$ cat config.mk
export PLATFORM = sky130hd
export DESIGN_NAME = int_div_stream
export DESIGN_NICKNAME = d
export VERILOG_FILES = /design/src/div_fifo.v /design/src/int_div_stream.v
export VERILOG_INCLUDE_DIRS = /design/src
export SDC_FILE = /design/constraint.sdc
export NUM_CORES = 2
export LEC_CHECK = 0
export BUFFER_PORTS_ARGS = -buffer_cell sky130_fd_sc_hd__buf_4
export CAP_MARGIN = 10
export CORE_MARGIN = 2
export CORE_UTILIZATION = 35
export CTS_CLUSTER_DIAMETER = 30
export DETAILED_ROUTE_END_ITERATION = 8
export PLACE_DENSITY = 0.6
export SLEW_MARGIN = 20
export SYNTH_ARGS = -nofsm -noshare
export SYNTH_HDL_FRONTEND = slang
export SYNTH_HIERARCHICAL = 1
export SYNTH_SLANG_ARGS = --single-unit
$ cat constraint.sdc
create_clock -name ref_clk_in -period 19.45 [get_ports ref_clk_in]
set_clock_uncertainty 0.1 [all_clocks]
set_input_delay 2.9175 -clock ref_clk_in [delete_from_list [all_inputs] [get_ports ref_clk_in]]
set_output_delay 2.9175 -clock ref_clk_in [all_outputs]
set_load 0.05 [all_outputs]
$ cat src/int_div_defs.vh
// Constants for the streaming integer divider.
// Included by int_div_stream.v; definitions only.
`ifndef INT_DIV_DEFS_VH
`define INT_DIV_DEFS_VH

// Algorithm selection
`define ALG_BIT_SERIAL      2'h0
`define ALG_PRESCALED       2'h1
`define ALG_RECIP_TABLE     2'h2

// Output type
`define OUT_REMAINDER       1'b0
`define OUT_FRACTIONAL      1'b1

// Flow mode
`define FLOW_JOINT          1'b0
`define FLOW_BLOCKING       1'b1

// Result last marker rule
`define LAST_NULL           3'h0
`define LAST_DIVIDEND       3'h1
`define LAST_DIVISOR        3'h2
`define LAST_OR             3'h3
`define LAST_AND            3'h4

// Defaults
`define DEF_WIDTH           16
`define DEF_FRAC_WIDTH      16
`define DEF_USER_WIDTH      4
`define DEF_INTERVAL        1
`define DEF_FIFO_DEPTH      16
`define DEF_RECIP_BITS      12
`define RST_MIN_CYCLES      2

`endif

$ cat src/div_fifo.v
// Result buffer of the streaming divider: the div_fifo module sits in int_div_stream.v.
// Nothing in this file is compiled into the design.

$ cat src/int_div_stream.v
// Streaming integer divider: dividend, divisor and result channels.
// Assumes upstream and downstream logic on ref_clk_in; resets come from the same domain.
// Contract
// - Bit-serial mode: non-restoring radix-2, signed or unsigned, integer remainder or fractional output.
// - Prescaled mode: signed operands only; suited to operands above 16 bits.
// - Reciprocal-table mode: reciprocal estimate times dividend; remainder output only.
// - Integer remainder with bit-serial or reciprocal-table; prescaled always uses fractional output.
// - Fractional output carries exactly FRAC_WIDTH fraction bits.
// - Bit-serial mode accepts and delivers every 1, 2, 4 or 8 cycles.
// - Prescaled mode optionally flags division by zero.
// - Joint-arrival mode starts only when divisor and dividend arrive together.
// - Blocking mode starts on each dividend, reusing the last divisor.
// - Result follows after a fixed latency in cycles with clock enable and room in the result FIFO.
// - Optional clock enable gates all state advance except reads from the result FIFO.
// - Optional active-low synchronous clear, held at least two cycles.
// - Optional user sideband and last marker on each input channel.
// - Result last marker: null, dividend, divisor, OR or AND of present markers.
`timescale 1ns/1ps
`default_nettype none
`include "int_div_defs.vh"
module int_div_stream #(
    parameter       WIDTH          = `DEF_WIDTH,
    parameter       FRAC_WIDTH     = `DEF_FRAC_WIDTH,
    parameter       USER_WIDTH     = `DEF_USER_WIDTH,
    parameter [1:0] ALGORITHM      = `ALG_BIT_SERIAL,
    parameter       OUT_TYPE       = `OUT_REMAINDER,
    parameter       SIGNED_OPS     = 1,
    parameter       INTERVAL       = `DEF_INTERVAL,
    parameter       FLOW_MODE      = `FLOW_JOINT,
    parameter       MANUAL_LATENCY = 0,
    parameter       LATENCY        = 4,
    parameter       HAS_ACLKEN     = 1,
    parameter       HAS_SCLR       = 1,
    parameter       HAS_DVD_USER   = 1,
    parameter       HAS_DVD_LAST   = 1,
    parameter       HAS_DVS_USER   = 1,
    parameter       HAS_DVS_LAST   = 1,
    parameter       HAS_DOUT_READY = 1,
    parameter       HAS_DIV_ZERO   = 1,
    parameter [2:0] LAST_RULE      = `LAST_OR,
    parameter       FIFO_DEPTH     = `DEF_FIFO_DEPTH,
    parameter       FIFO_AW        = 4
) (
    // Clock, reset, enable
    input  wire                  ref_clk_in,
    input  wire                  arst_n_in,
    input  wire                  aclken_in,
    input  wire                  sclr_n_in,
    // Dividend channel
    input  wire                  dvd_valid_in,
    output wire                  dvd_ready_out,
    input  wire [WIDTH-1:0]      dvd_data_in,
    input  wire [USER_WIDTH-1:0] dvd_user_in,
    input  wire                  dvd_last_in,
    // Divisor channel
    input  wire                  dvs_valid_in,
    output wire                  dvs_ready_out,
    input  wire [WIDTH-1:0]      dvs_data_in,
    input  wire [USER_WIDTH-1:0] dvs_user_in,
    input  wire                  dvs_last_in,
    // Result channel
    output wire                  dout_valid_out,
    input  wire                  dout_ready_in,
    output wire [WIDTH-1:0]      dout_quot_out,
    output wire [WIDTH-1:0]      dout_rem_out,
    output wire [FRAC_WIDTH-1:0] dout_frac_out,
    output wire [USER_WIDTH-1:0] dout_dvd_user_out,
    output wire [USER_WIDTH-1:0] dout_dvs_user_out,
    output wire                  dout_last_out,
    output wire                  dout_div_zero_out
);
    // ****************************************************
    // Derived settings
    // ****************************************************
    localparam IS_SIGNED = (ALGORITHM == `ALG_PRESCALED) ? 1 : SIGNED_OPS;
    localparam USE_FRAC  = (ALGORITHM == `ALG_BIT_SERIAL) ? OUT_TYPE :
                           ((ALGORITHM == `ALG_RECIP_TABLE) ? `OUT_REMAINDER
                                                            : `OUT_FRACTIONAL);
    localparam ITV       = (ALGORITHM == `ALG_BIT_SERIAL) ? INTERVAL : 1;
    localparam LAT       = MANUAL_LATENCY ? ((LATENCY < 1) ? 1 : LATENCY) : WIDTH + 2;
    localparam PW        = 2 * WIDTH + FRAC_WIDTH + 2 * USER_WIDTH + 2;

    // ****************************************************
    // Magnitude helpers
    // ****************************************************
    function [WIDTH-1:0] mag;
        input [WIDTH-1:0] v;
        begin
            mag = (IS_SIGNED && v[WIDTH-1]) ? (~v + 1'b1) : v;
        end
    endfunction

    function [WIDTH-1:0] neg_if;
        input [WIDTH-1:0] v;
        input             n;
        begin
            neg_if = n ? (~v + 1'b1) : v;
        end
    endfunction

    // Non-restoring radix-2 division of magnitudes
    function [2*WIDTH-1:0] nr_div;
        input [WIDTH-1:0] n;
        input [WIDTH-1:0] d;
        reg   [WIDTH:0]   p;
        reg   [WIDTH-1:0] q;
        integer           i;
        begin
            p = {(WIDTH+1){1'b0}};
            q = n;
            for (i = 0; i < WIDTH; i = i + 1) begin
                if (p[WIDTH]) begin
                    p = {p[WIDTH-1:0], q[WIDTH-1]} + {1'b0, d};
                end else begin
                    p = {p[WIDTH-1:0], q[WIDTH-1]} - {1'b0, d};
                end
                q = {q[WIDTH-2:0], ~p[WIDTH]};
            end
            if (p[WIDTH]) begin
                p = p + {1'b0, d};
            end
            nr_div = {q, p[WIDTH-1:0]};
        end
    endfunction

    // Fraction bits of remainder / divisor by long division
    function [FRAC_WIDTH-1:0] frac_of;
        input [WIDTH-1:0] r;
        input [WIDTH-1:0] d;
        reg   [WIDTH:0]   a;
        reg   [FRAC_WIDTH-1:0] f;
        integer           i;
        begin
            a = {1'b0, r};
            f = {FRAC_WIDTH{1'b0}};
            for (i = 0; i < FRAC_WIDTH; i = i + 1) begin
                a = {a[WIDTH-1:0], 1'b0};
                if (a >= {1'b0, d}) begin
                    a = a - {1'b0, d};
                    f = {f[FRAC_WIDTH-2:0], 1'b1};
                end else begin
                    f = {f[FRAC_WIDTH-2:0], 1'b0};
                end
            end
            frac_of = f;
        end
    endfunction

    // ****************************************************
    // Enables, clear and input acceptance
    // ****************************************************
    wire        en      = HAS_ACLKEN ? aclken_in : 1'b1;
    wire        sclr    = HAS_SCLR ? ~sclr_n_in : 1'b0;
    wire        fifo_wr_ready;
    reg  [3:0]  itv_cnt_r;
    reg  [WIDTH-1:0]      dvs_hold_r;
    reg  [USER_WIDTH-1:0] dvs_user_hold_r;
    reg                   dvs_last_hold_r;
    // Pipeline may only advance when the FIFO cannot overflow
    wire        adv     = en & fifo_wr_ready;
    wire        slot    = (itv_cnt_r == 4'h0) & ~sclr;
    wire        take    = (FLOW_MODE == `FLOW_JOINT) ? (dvd_valid_in & dvs_valid_in)
                                                     : dvd_valid_in;
    wire        start   = adv & slot & take;

    assign dvd_ready_out = adv & slot & ((FLOW_MODE == `FLOW_JOINT) ? dvs_valid_in : 1'b1);
    assign dvs_ready_out = (FLOW_MODE == `FLOW_JOINT) ? (adv & slot & dvd_valid_in)
                                                      : (en & ~sclr);

    always @(posedge ref_clk_in or negedge arst_n_in) begin
        if (!arst_n_in) begin
            itv_cnt_r       <= 4'h0;
            dvs_hold_r      <= {WIDTH{1'b0}};
            dvs_user_hold_r <= {USER_WIDTH{1'b0}};
            dvs_last_hold_r <= 1'b0;
        end else if (en) begin
            if (sclr) begin
                itv_cnt_r       <= 4'h0;
                dvs_hold_r      <= {WIDTH{1'b0}};
                dvs_user_hold_r <= {USER_WIDTH{1'b0}};
                dvs_last_hold_r <= 1'b0;
            end else begin
                if (start) begin
                    itv_cnt_r <= ITV[3:0] - 4'h1;
                end else if (!slot && adv) begin
                    itv_cnt_r <= itv_cnt_r - 4'h1;
                end
                if (FLOW_MODE == `FLOW_BLOCKING && dvs_valid_in) begin
                    dvs_hold_r      <= dvs_data_in;
                    dvs_user_hold_r <= dvs_user_in;
                    dvs_last_hold_r <= dvs_last_in;
                end
            end
        end
    end

    // Divisor in use this cycle; blocking mode accepts a same-cycle update
    wire [WIDTH-1:0]      dvs_now  = (FLOW_MODE == `FLOW_JOINT || dvs_valid_in) ? dvs_data_in
                                                                                 : dvs_hold_r;
    wire [USER_WIDTH-1:0] dvsu_now = (FLOW_MODE == `FLOW_JOINT || dvs_valid_in) ? dvs_user_in
                                                                                 : dvs_user_hold_r;
    wire                  dvsl_now = (FLOW_MODE == `FLOW_JOINT || dvs_valid_in) ? dvs_last_in
                                                                                 : dvs_last_hold_r;

    // ****************************************************
    // Arithmetic
    // ****************************************************
    wire                  zero    = (dvs_now == {WIDTH{1'b0}});
    wire [WIDTH-1:0]      n_mag   = mag(dvd_data_in);
    wire [WIDTH-1:0]      d_mag   = mag(dvs_now);
    wire                  q_neg   = IS_SIGNED ? (dvd_data_in[WIDTH-1] ^ dvs_now[WIDTH-1]) : 1'b0;
    wire                  r_neg   = IS_SIGNED ? dvd_data_in[WIDTH-1] : 1'b0;
    wire [2*WIDTH-1:0]    qr_nr   = nr_div(n_mag, d_mag);
    // Table of (2^RB - 1) / d; correction step removes the estimate's bias
    localparam RB = 2 * WIDTH;
    wire [RB-1:0]         recip   = zero ? {RB{1'b1}} : ({RB{1'b1}} / {{WIDTH{1'b0}}, d_mag});
    wire [2*RB-1:0]       prod    = recip * {{WIDTH{1'b0}}, n_mag};
    wire [WIDTH-1:0]      q_est   = prod[RB+WIDTH-1:RB];
    wire [2*WIDTH-1:0]    qd_est  = q_est * d_mag;
    wire [WIDTH-1:0]      r_est   = n_mag - qd_est[WIDTH-1:0];
    wire                  fix     = (r_est >= d_mag) & ~zero;
    wire [WIDTH-1:0]      q_lut   = fix ? q_est + 1'b1 : q_est;
    wire [WIDTH-1:0]      r_lut   = fix ? r_est - d_mag : r_est;
    wire [WIDTH-1:0]      q_mag   = (ALGORITHM == `ALG_RECIP_TABLE) ? q_lut
                                                                   : qr_nr[2*WIDTH-1:WIDTH];
    wire [WIDTH-1:0]      r_mag   = (ALGORITHM == `ALG_RECIP_TABLE) ? r_lut
                                                                   : qr_nr[WIDTH-1:0];
    wire [WIDTH-1:0]      q_res   = neg_if(q_mag, q_neg);
    wire [WIDTH-1:0]      r_res   = USE_FRAC ? {WIDTH{1'b0}} : neg_if(r_mag, r_neg);
    wire [FRAC_WIDTH-1:0] f_res   = USE_FRAC ? frac_of(r_mag, d_mag) : {FRAC_WIDTH{1'b0}};
    wire                  dz      = (ALGORITHM == `ALG_PRESCALED && HAS_DIV_ZERO) ? zero
                                                                                  : 1'b0;
    wire                  a_last  = HAS_DVD_LAST ? dvd_last_in : 1'b0;
    wire                  b_last  = HAS_DVS_LAST ? dvsl_now : 1'b0;
    reg                   last_c;
    always @* begin
        case (LAST_RULE)
            `LAST_DIVIDEND: last_c = a_last;
            `LAST_DIVISOR:  last_c = b_last;
            `LAST_OR:       last_c = a_last | b_last;
            `LAST_AND:      last_c = (HAS_DVD_LAST ? a_last : 1'b1) & (HAS_DVS_LAST ? b_last : 1'b1)
                                     & ((HAS_DVD_LAST | HAS_DVS_LAST) != 0);
            default:        last_c = 1'b0;
        endcase
    end
    wire [USER_WIDTH-1:0] au      = HAS_DVD_USER ? dvd_user_in : {USER_WIDTH{1'b0}};
    wire [USER_WIDTH-1:0] bu      = HAS_DVS_USER ? dvsu_now : {USER_WIDTH{1'b0}};
    wire [PW-1:0]         stage_in = {dz, last_c, au, bu, f_res, r_res, q_res};

    // ****************************************************
    // Fixed-latency pipeline
    // ****************************************************
    // Result and its sideband travel in one word so they cannot slip apart
    reg  [PW-1:0] pipe_r  [0:LAT-1];
    reg  [LAT-1:0] vld_r;
    integer k;
    always @(posedge ref_clk_in or negedge arst_n_in) begin
        if (!arst_n_in) begin
            vld_r <= {LAT{1'b0}};
            for (k = 0; k < LAT; k = k + 1) begin
                pipe_r[k] <= {PW{1'b0}};
            end
        end else if (adv) begin
            if (sclr) begin
                vld_r <= {LAT{1'b0}};
            end else begin
                vld_r <= {vld_r[LAT-2:0], start};
                pipe_r[0] <= stage_in;
                for (k = 1; k < LAT; k = k + 1) begin
                    pipe_r[k] <= pipe_r[k-1];
                end
            end
        end
    end

    // ****************************************************
    // Result FIFO
    // ****************************************************
    wire [PW-1:0] fifo_out;
    wire          rd_ready = HAS_DOUT_READY ? dout_ready_in : 1'b1;
    // Pipeline slides only on adv, so push gated by it
    div_fifo #(
        .WIDTH (PW),
        .DEPTH (FIFO_DEPTH),
        .AW    (FIFO_AW)
    ) u_fifo (
        .ref_clk_in   (ref_clk_in),
        .arst_n_in    (arst_n_in),
        .sclr_in      (sclr & en),
        .wr_valid_in  (adv & ~sclr & vld_r[LAT-1]),
        .wr_ready_out (fifo_wr_ready),
        .wr_data_in   (pipe_r[LAT-1]),
        .rd_valid_out (dout_valid_out),
        .rd_ready_in  (rd_ready),
        .rd_data_out  (fifo_out)
    );

    assign dout_quot_out     = fifo_out[WIDTH-1:0];
    assign dout_rem_out      = fifo_out[2*WIDTH-1:WIDTH];
    assign dout_frac_out     = fifo_out[2*WIDTH+FRAC_WIDTH-1:2*WIDTH];
    assign dout_dvs_user_out = fifo_out[2*WIDTH+FRAC_WIDTH+USER_WIDTH-1:2*WIDTH+FRAC_WIDTH];
    assign dout_dvd_user_out = fifo_out[2*WIDTH+FRAC_WIDTH+2*USER_WIDTH-1:
                                        2*WIDTH+FRAC_WIDTH+USER_WIDTH];
    assign dout_last_out     = fifo_out[PW-2];
    assign dout_div_zero_out = fifo_out[PW-1];
endmodule
module div_fifo #(
    parameter WIDTH = 8,
    parameter DEPTH = 16,
    parameter AW    = 4
) (
    // Clock and reset
    input  wire             ref_clk_in,
    input  wire             arst_n_in,
    input  wire             sclr_in,
    // Fill side
    input  wire             wr_valid_in,
    output wire             wr_ready_out,
    input  wire [WIDTH-1:0] wr_data_in,
    // Drain side
    output wire             rd_valid_out,
    input  wire             rd_ready_in,
    output wire [WIDTH-1:0] rd_data_out
);
    reg [WIDTH-1:0] mem_r [0:DEPTH-1];
    reg [AW-1:0]    wr_ptr_r;
    reg [AW-1:0]    rd_ptr_r;
    reg [AW:0]      count_r;
    wire            do_wr;
    wire            do_rd;

    assign wr_ready_out = (count_r != DEPTH[AW:0]);
    assign rd_valid_out = (count_r != {(AW+1){1'b0}});
    assign rd_data_out  = mem_r[rd_ptr_r];
    assign do_wr        = wr_valid_in & wr_ready_out;
    assign do_rd        = rd_valid_out & rd_ready_in;

    always @(posedge ref_clk_in) begin
        if (do_wr) begin
            mem_r[wr_ptr_r] <= wr_data_in;
        end
    end

    always @(posedge ref_clk_in or negedge arst_n_in) begin
        if (!arst_n_in) begin
            wr_ptr_r <= {AW{1'b0}};
            rd_ptr_r <= {AW{1'b0}};
            count_r  <= {(AW+1){1'b0}};
        end else if (sclr_in) begin
            wr_ptr_r <= {AW{1'b0}};
            rd_ptr_r <= {AW{1'b0}};
            count_r  <= {(AW+1){1'b0}};
        end else begin
            if (do_wr) begin
                wr_ptr_r <= (wr_ptr_r == DEPTH[AW-1:0] - 1'b1) ? {AW{1'b0}} : wr_ptr_r + 1'b1;
            end
            if (do_rd) begin
                rd_ptr_r <= (rd_ptr_r == DEPTH[AW-1:0] - 1'b1) ? {AW{1'b0}} : rd_ptr_r + 1'b1;
            end
            if (do_wr && !do_rd) begin
                count_r <= count_r + 1'b1;
            end else if (do_rd && !do_wr) begin
                count_r <= count_r - 1'b1;
            end
        end
    end
endmodule
`default_nettype wire

[Yosys cells after proc, flatten, opt, wreduce, memory -nomap -nowiden]
Memory sizes are Yosys's and may differ from the RTL's.
Index checks and enable logic that the tools add are counted.
Storage, ports and cells
  register bits: 773
  RAM bits: 656
  word-level logic and storage cells: 154
  memories kept: 1
Memories
  u_fifo.mem_r: depth 16, width 41, read ports 1, clocked after memory_dff 0, wr ports 1, line int_div_stream.v:325  | reg [WIDTH-1:0] mem_r [0:DEPTH-1];
Operators by class
  bitwise operators: 35
  eq/ne operators: 4
  reduce and logical (&&, ||, !) cells: 15
  add/subtract/negate cells: 41
  mux-type cells: 35
Operators by type and width (count)
  adder 17 x 16 -> 17 bit: 15
  two-way mux 17 bit: 15
  subtractor 17 x 16 -> 17 bit: 15
  two-way mux 16 bit: 5
  adder 16 x 1 -> 16 bit (second input constant): 4
  logical AND 32 x 1 -> 1 bit (first input constant): 2
  inverter 16 bit: 4
  two-way mux 4 bit: 9
  two-way mux 18 bit: 1
  inverter 1 bit: 17
  subtractor 1 x 16 -> 17 bit: 1
  adder 16 bit: 1
  two-way mux 5 bit: 3
  AND 1 bit: 12
  adder 4 x 1 -> 4 bit (second input constant): 2
  equality test 4 bit (second input constant): 2
  adder 5 x 1 -> 5 bit (second input constant): 1
  != test 5 bit (second input constant): 1
  nonzero test 5 bit: 1
  subtractor 5 x 1 -> 5 bit (second input constant): 1
  logical NOT 4 bit: 1
  AND reduction 2 bit: 2
  nonzero test 2 bit: 2
  subtractor 4 x 1 -> 4 bit (second input constant): 1
  7 further kinds: 12

[Depth between registers and ports, before layout]
  word-level depth: 39
  depth in mapped cells: 227

[Cells and area by module]
The synthesis kept the hierarchy.
Modules (own cells, without submodules)
  int_div_stream: times used 1, cells each 5516, area each 44795.5 um^2
  div_fifo: times used 1, cells each 1789, area each 36408.7 um^2

[Least setup slack after synthesis]
OpenSTA, ideal clock, no wires.
  path kind: input port to flip-flop
  start point: in dvd_data_in[5]
  end point: reg pipe_r[1014] (netlist name)
  data required time: 19.225 ns
  slack: -30.217 ns
  library setup time: 0.125 ns
  arrival: 49.443 ns
  path buffers: 20
  cell stages on the path: 214
  cell sequence: or4_1 > nor4_1 > nor2b_1 > nand2b_1 > or4_1 > ha_1 > inv_1 > ha_1 > nand2_1 > nor2_1 > nand3_1 > clkbuf_1 > clkbuf_1 > o21ai_0 > ha_1 > o211ai_1 > a21oi_1 > a211oi_1 > [... 178 more ...] > a21oi_1 > o21a_1 > a21o_1 > a41oi_1 > xnor2_1 > nand3_2 > nand2_4 > buf_2 > nand2_1 > xnor2_1 > ha_1 > nand3_1 > or3_1 > nor3_1 > o21ai_1 > and3_1 > xnor2_1 > mux2_2
Between the ends
  word-level cells in the longest chain between the ends: 38
  elaborated cells on any way between the ends: 54
  those cells by class: add/sub: 34; mux: 18; bitwise: 2
Ends and longest elaborated chain
  start: declaration: line int_div_stream.v:52  | input wire [WIDTH-1:0] dvd_data_in,
  inverter 16 bit: line int_div_stream.v:89  | mag = (IS_SIGNED && v[WIDTH-1]) ? (~v + 1'b1) : v;
  adder 16 x 1 -> 16 bit: line int_div_stream.v:89
  two-way mux 16 bit (*): line int_div_stream.v:89
  subtractor 1 x 16 -> 17 bit: line int_div_stream.v:115  | p = {p[WIDTH-1:0], q[WIDTH-1]} - {1'b0, d};
  subtractor 17 x 16 -> 17 bit or adder 17 x 16 -> 17 bit (tied branches): line int_div_stream.v:115, int_div_stream.v:113
  two-way mux 17 bit: line int_div_stream.v:112  | if (p[WIDTH]) begin
  subtractor 17 x 16 -> 17 bit or adder 17 x 16 -> 17 bit (tied branches): line int_div_stream.v:115, int_div_stream.v:113
  two-way mux 17 bit: line int_div_stream.v:112
  [... 22 more ...]
  subtractor 17 x 16 -> 17 bit (tied with other cells): line int_div_stream.v:115
  two-way mux 17 bit (*): line int_div_stream.v:112
  subtractor 17 x 16 -> 17 bit (tied with other cells): line int_div_stream.v:115
  two-way mux 17 bit (*): line int_div_stream.v:112
  two-way mux 16 bit (*): line int_div_stream.v:119  | if (p[WIDTH]) begin
  inverter 16 bit: line int_div_stream.v:97  | neg_if = n ? (~v + 1'b1) : v;
  adder 16 x 1 -> 16 bit: line int_div_stream.v:97
  two-way mux 16 bit (*): line int_div_stream.v:97
  end signal: indexed assignment: line int_div_stream.v:261  | pipe_r[k] <= {PW{1'b0}};
  end signal: indexed assignment: line int_div_stream.v:270  | pipe_r[k] <= pipe_r[k-1];
  end: declaration: line int_div_stream.v:254  | reg [PW-1:0] pipe_r [0:LAT-1];
Mark *: on every way between the ends. The rest lies on a longest branch, timed or not.
A chain may end at the register's enable or synchronous reset.

[Final worst setup path]
  start point: in dvd_data_in[4]
  end point: reg pipe_r[1014] (netlist name)
Between the ends
  word-level cells in the longest chain between the ends: 38
  elaborated cells on any way between the ends: 54
  those cells by class: add/sub: 34; mux: 18; bitwise: 2
Ends and longest elaborated chain (line)
  inverter 16 bit: int_div_stream.v:89
  adder 16 x 1 -> 16 bit: int_div_stream.v:89
  two-way mux 16 bit (*): int_div_stream.v:89
  subtractor 1 x 16 -> 17 bit: int_div_stream.v:115
  subtractor 17 x 16 -> 17 bit or adder 17 x 16 -> 17 bit (tied branches): int_div_stream.v:115, int_div_stream.v:113
  two-way mux 17 bit: int_div_stream.v:112
  subtractor 17 x 16 -> 17 bit or adder 17 x 16 -> 17 bit (tied branches): int_div_stream.v:115, int_div_stream.v:113
  two-way mux 17 bit: int_div_stream.v:112
  [... 22 more ...]
  subtractor 17 x 16 -> 17 bit (tied with other cells): int_div_stream.v:115
  two-way mux 17 bit (*): int_div_stream.v:112
  subtractor 17 x 16 -> 17 bit (tied with other cells): int_div_stream.v:115
  two-way mux 17 bit (*): int_div_stream.v:112
  two-way mux 16 bit (*): int_div_stream.v:119
  inverter 16 bit: int_div_stream.v:97
  adder 16 x 1 -> 16 bit: int_div_stream.v:97
  two-way mux 16 bit (*): int_div_stream.v:97
Marks and branches as above.

==> results.py <==
metrics = {
    "setup_path": {
        "worstPathRequired_ns": 20.10,
        "cpMaxStageDelayCell": "or4_4",
        "cp_max_fo": 8,
        "start_kind": "primary input",
        "crit_type": "in -> reg",
        "path_common_cell": "xnor2_2",
        "end_kind": "register",
        "critical_path_buf_inv_count": 17,
        "path_delay_family": "compound AO/OA/AOI/OAI gates",
        "cp.arrival_ns": 40.36,
        "slowest_delay_ns": 0.55,
    },
    "floorplanning": {
        "die_width_um": 486,
        "fp.dieH_um": 486,
        "pin_count": 110,
        "num_rows": 176,
        "core_area_mm2": 0.230,
        "initial_core_util": 0.353,
        "dieArea_mm2": 0.236,
    },
    "synthesis": {
        "ys.flop_type": "edfxtp_1",
        "syn-cell-area_mm2": 0.0812,
        "seq_area_frac_synth": 0.581,
        "ys_ff_latch": 1701,
        "yosysWarnings": 6,
        "avgSynthCellArea_um2": 11.1,
        "async_flop_share": 0.454,
        "syn_inst": 7305,
        "synth_cell_types": 107,
        "synth_edf_count": 928,
    },
    "route": {
        "antenna_left": 0,
        "routed_wl_um": 224000,
        "vias_per_cell": 4.94,
        "dr.pass1.iters": 7,
        "drc": 0,
        "post_drt_wl_per_cell_um": 18.6,
        "first_iter_violations": 3976,
        "vias": 59400,
    },
    "finish": {
        "syn2layout_area_growth_pct": 32.2,
        "fill_cells": 20900,
        "multi_input_area_mm2": 0.0352,
        "drive_gt1_frac": 0.248,
        "regArea_mm2": 0.0472,
        "final_area_mm2": 0.107,
        "nNetsFinal": 9086,
    },
    "placed_design": {
        "gp_congestion": 0.891,
        "postPlaceCellArea_mm2": 0.0932,
        "dp_hpwl_um": 136000,
        "portBuffers": 109,
    },
    "clock_tree": {
        "cts_buffer_depth": 4,
        "cts_root_buffer": "clkbuf_16",
        "cts_tree": "built",
        "clock_sinks": 1701,
        "clk_latency_ns": 0.92,
        "cts_buffers": 343,
        "path_clk_slew_ns": 0.05,
        "htreeDepth": 5,
    },
    "global_route": {
        "grtUsageMet2": 0.316,
        "use_met1": 0.245,
        "grt_usage": 0.187,
        "gr-total-overflow": 0,
        "grt.busiest_layer": "met2",
        "grt_pass1_wl_um": 346000,
        "grt_util_met3": 0.0278,
        "grt_pass1_vias": 60000,
        "grt_max_degree": 200,
        "grt_antenna_before_repair": 2,
    },
    "run": {
        "cap_violations": 0,
    },
    "timing": {
        "fin_crit_ns": 39.71,
        "period_share": 2.04,
        "timing.slew.headroom": 0.213,
        "tightest_slew_ns": 1.17,
        "totalNegativeSetupSlack_ns": -628.25,
        "setup_viol": 32,
        "rsz0062_at_grt": "yes",
        "hold_violations": 0,
        "fmax_mhz": 25.2,
        "maxSlewViolCount": 0,
        "fin_ws_ns": -20.26,
    },
    "run_status": {
        "outcome": "complete, but fails checks",
        "violations": "setup timing",
    },
    "min_path": {
        "hp-class": "reg -> reg",
    },
}
-- cells by family (layout without fill, tap and decap cells) --
logic type,after synthesis,count (layout),synth area share
AND/OR/NAND/NOR,3009,3010,0.149
flip-flops,1701,1701,0.581
AO/OA/AOI/OAI,974,974,0.0793
XOR/XNOR,470,470,0.0526
buffers and inverters,465,1903,0.0244
multiplexers,396,396,0.0668
adder cells (fa/ha/maj),289,289,0.0461
other,1,275,0.0000462
-- state kept, by name (all words and copies together) (netlist names) --
name and count:
u_fifo/wr_ptr_r 4, pipe_r 738, itv_cnt_r 4, u_fifo/rd_ptr_r 4, vld_r 18, u_fifo/mem_r 928, u_fifo/count_r 5
-- layout by cell type (no fill, tap or decap), drive strengths merged, types with 10 or more instances in the layout --
cell type / instances
nand2: 2372
buf: 1171
edfxtp: 928
dfrtp: 773
clkbuf: 416
xnor2: 378
nor2: 304
mux2i: 275
conb: 272
ha: 272
a21oi: 243
o21ai: 229
inv: 121
a221oi: 118
mux4: 116
clkinv: 116
xor2: 83
a22oi: 63
a21o: 59
nand3: 57
nor2b: 50
nor3: 50
bufinv: 41
o21bai: 39
clkinvlp: 38
nand2b: 37
o21a: 32
a31oi: 29
a211oi: 24
o211ai: 22
and3: 22
and2: 20
o31ai: 19
or3: 19
a22o: 18
fa: 17
nor4: 17
or4: 14
nand4: 11
a2111oi: 10
-- worst reg2reg max path: cells and delay by family, from the launching register on --
family	cells	cell delay, ns
muxes	1	0.43
DFF	1	0.50
buffers and inverters	4	3.33
and+or+nand+nor	3	0.83
-- layer usage --
metal	part of all wire	up-vias
met1	0.44	29400
li1	-	28200
met5	0	-
met3	0.048	398
met4	0.029	0
met2	0.49	1462
-- repair_timing --
| item | CTS | global route |
|---|---|---|
| setup buffers | 72 | 72 |
| hold buffers | 0 | 0 |
| gates cloned | 4 | 2 |
| endpoints found under the setup margin | 32 | 32 |
| pin swaps | 108 | 153 |
| gates resized for setup | 128 | 222 |
-- final timing paths --
| path | endpoint | start | depth (start not counted) | slack, ns |
|---|---|---|---|---|
| max | pipe_r[1014] | dvd_data_in[4] | 208 | -20.26 |
| min | pipe_r[181] | pipe_r[239] | 2 | 0.31 |
| max reg2reg | pipe_r[1014] | u_fifo/count_r[0] | 8 | 14.11 |
| min reg2reg | pipe_r[181] | pipe_r[239] | 2 | 0.31 |
| max in group asynchronous | pipe_r[353] | arst_n_in | 4 | 14.12 |
| min in group asynchronous | pipe_r[134] | arst_n_in | 1 | 1.97 |
-- layout make-up --
class	count	share of cell area
sequential	1701	0.440
clock inverter	198	0.0204
clock buffer	414	0.0861
antenna	3	0.0000699
timing repair buffer	1173	0.0857
multi-input combinational	5411	0.328
inverter	118	0.00415
tap	3026	0.0353
-- cells in the mapped netlist (80+ instances only) --
cell type,count,share of area
xor2_1,80,0.0086
clkbuf_1,272,0.013
nand2_1,2369,0.11
ha_1,272,0.042
dfrtp_1,773,0.24
o21ai_0,220,0.014
inv_1,107,0.0049
xnor2_1,377,0.041
mux2i_1,275,0.034
nor2_1,304,0.014
edfxtp_1,928,0.34
a21oi_1,243,0.015
mux4_2,116,0.032
a221oi_1,117,0.013
-- through the flow --
stage	worst slack [ns]	util	std cells	hold WS [ns]
2_1_floorplan	-23.25	-	7576	0.335
6_report	-20.26	0.466	12000	0.312
5_1_grt	-22.30	0.466	12000	0.327
3_5_place_dp	-22.76	0.405	11300	0.346
3_3_place_gp	-22.03	0.405	11300	0.347
4_1_cts	-20.37	0.459	12000	0.314
Power is left out: the tool's default activity adds up to more than one toggle a clock period on the data nets, which glitch-free logic cannot reach.
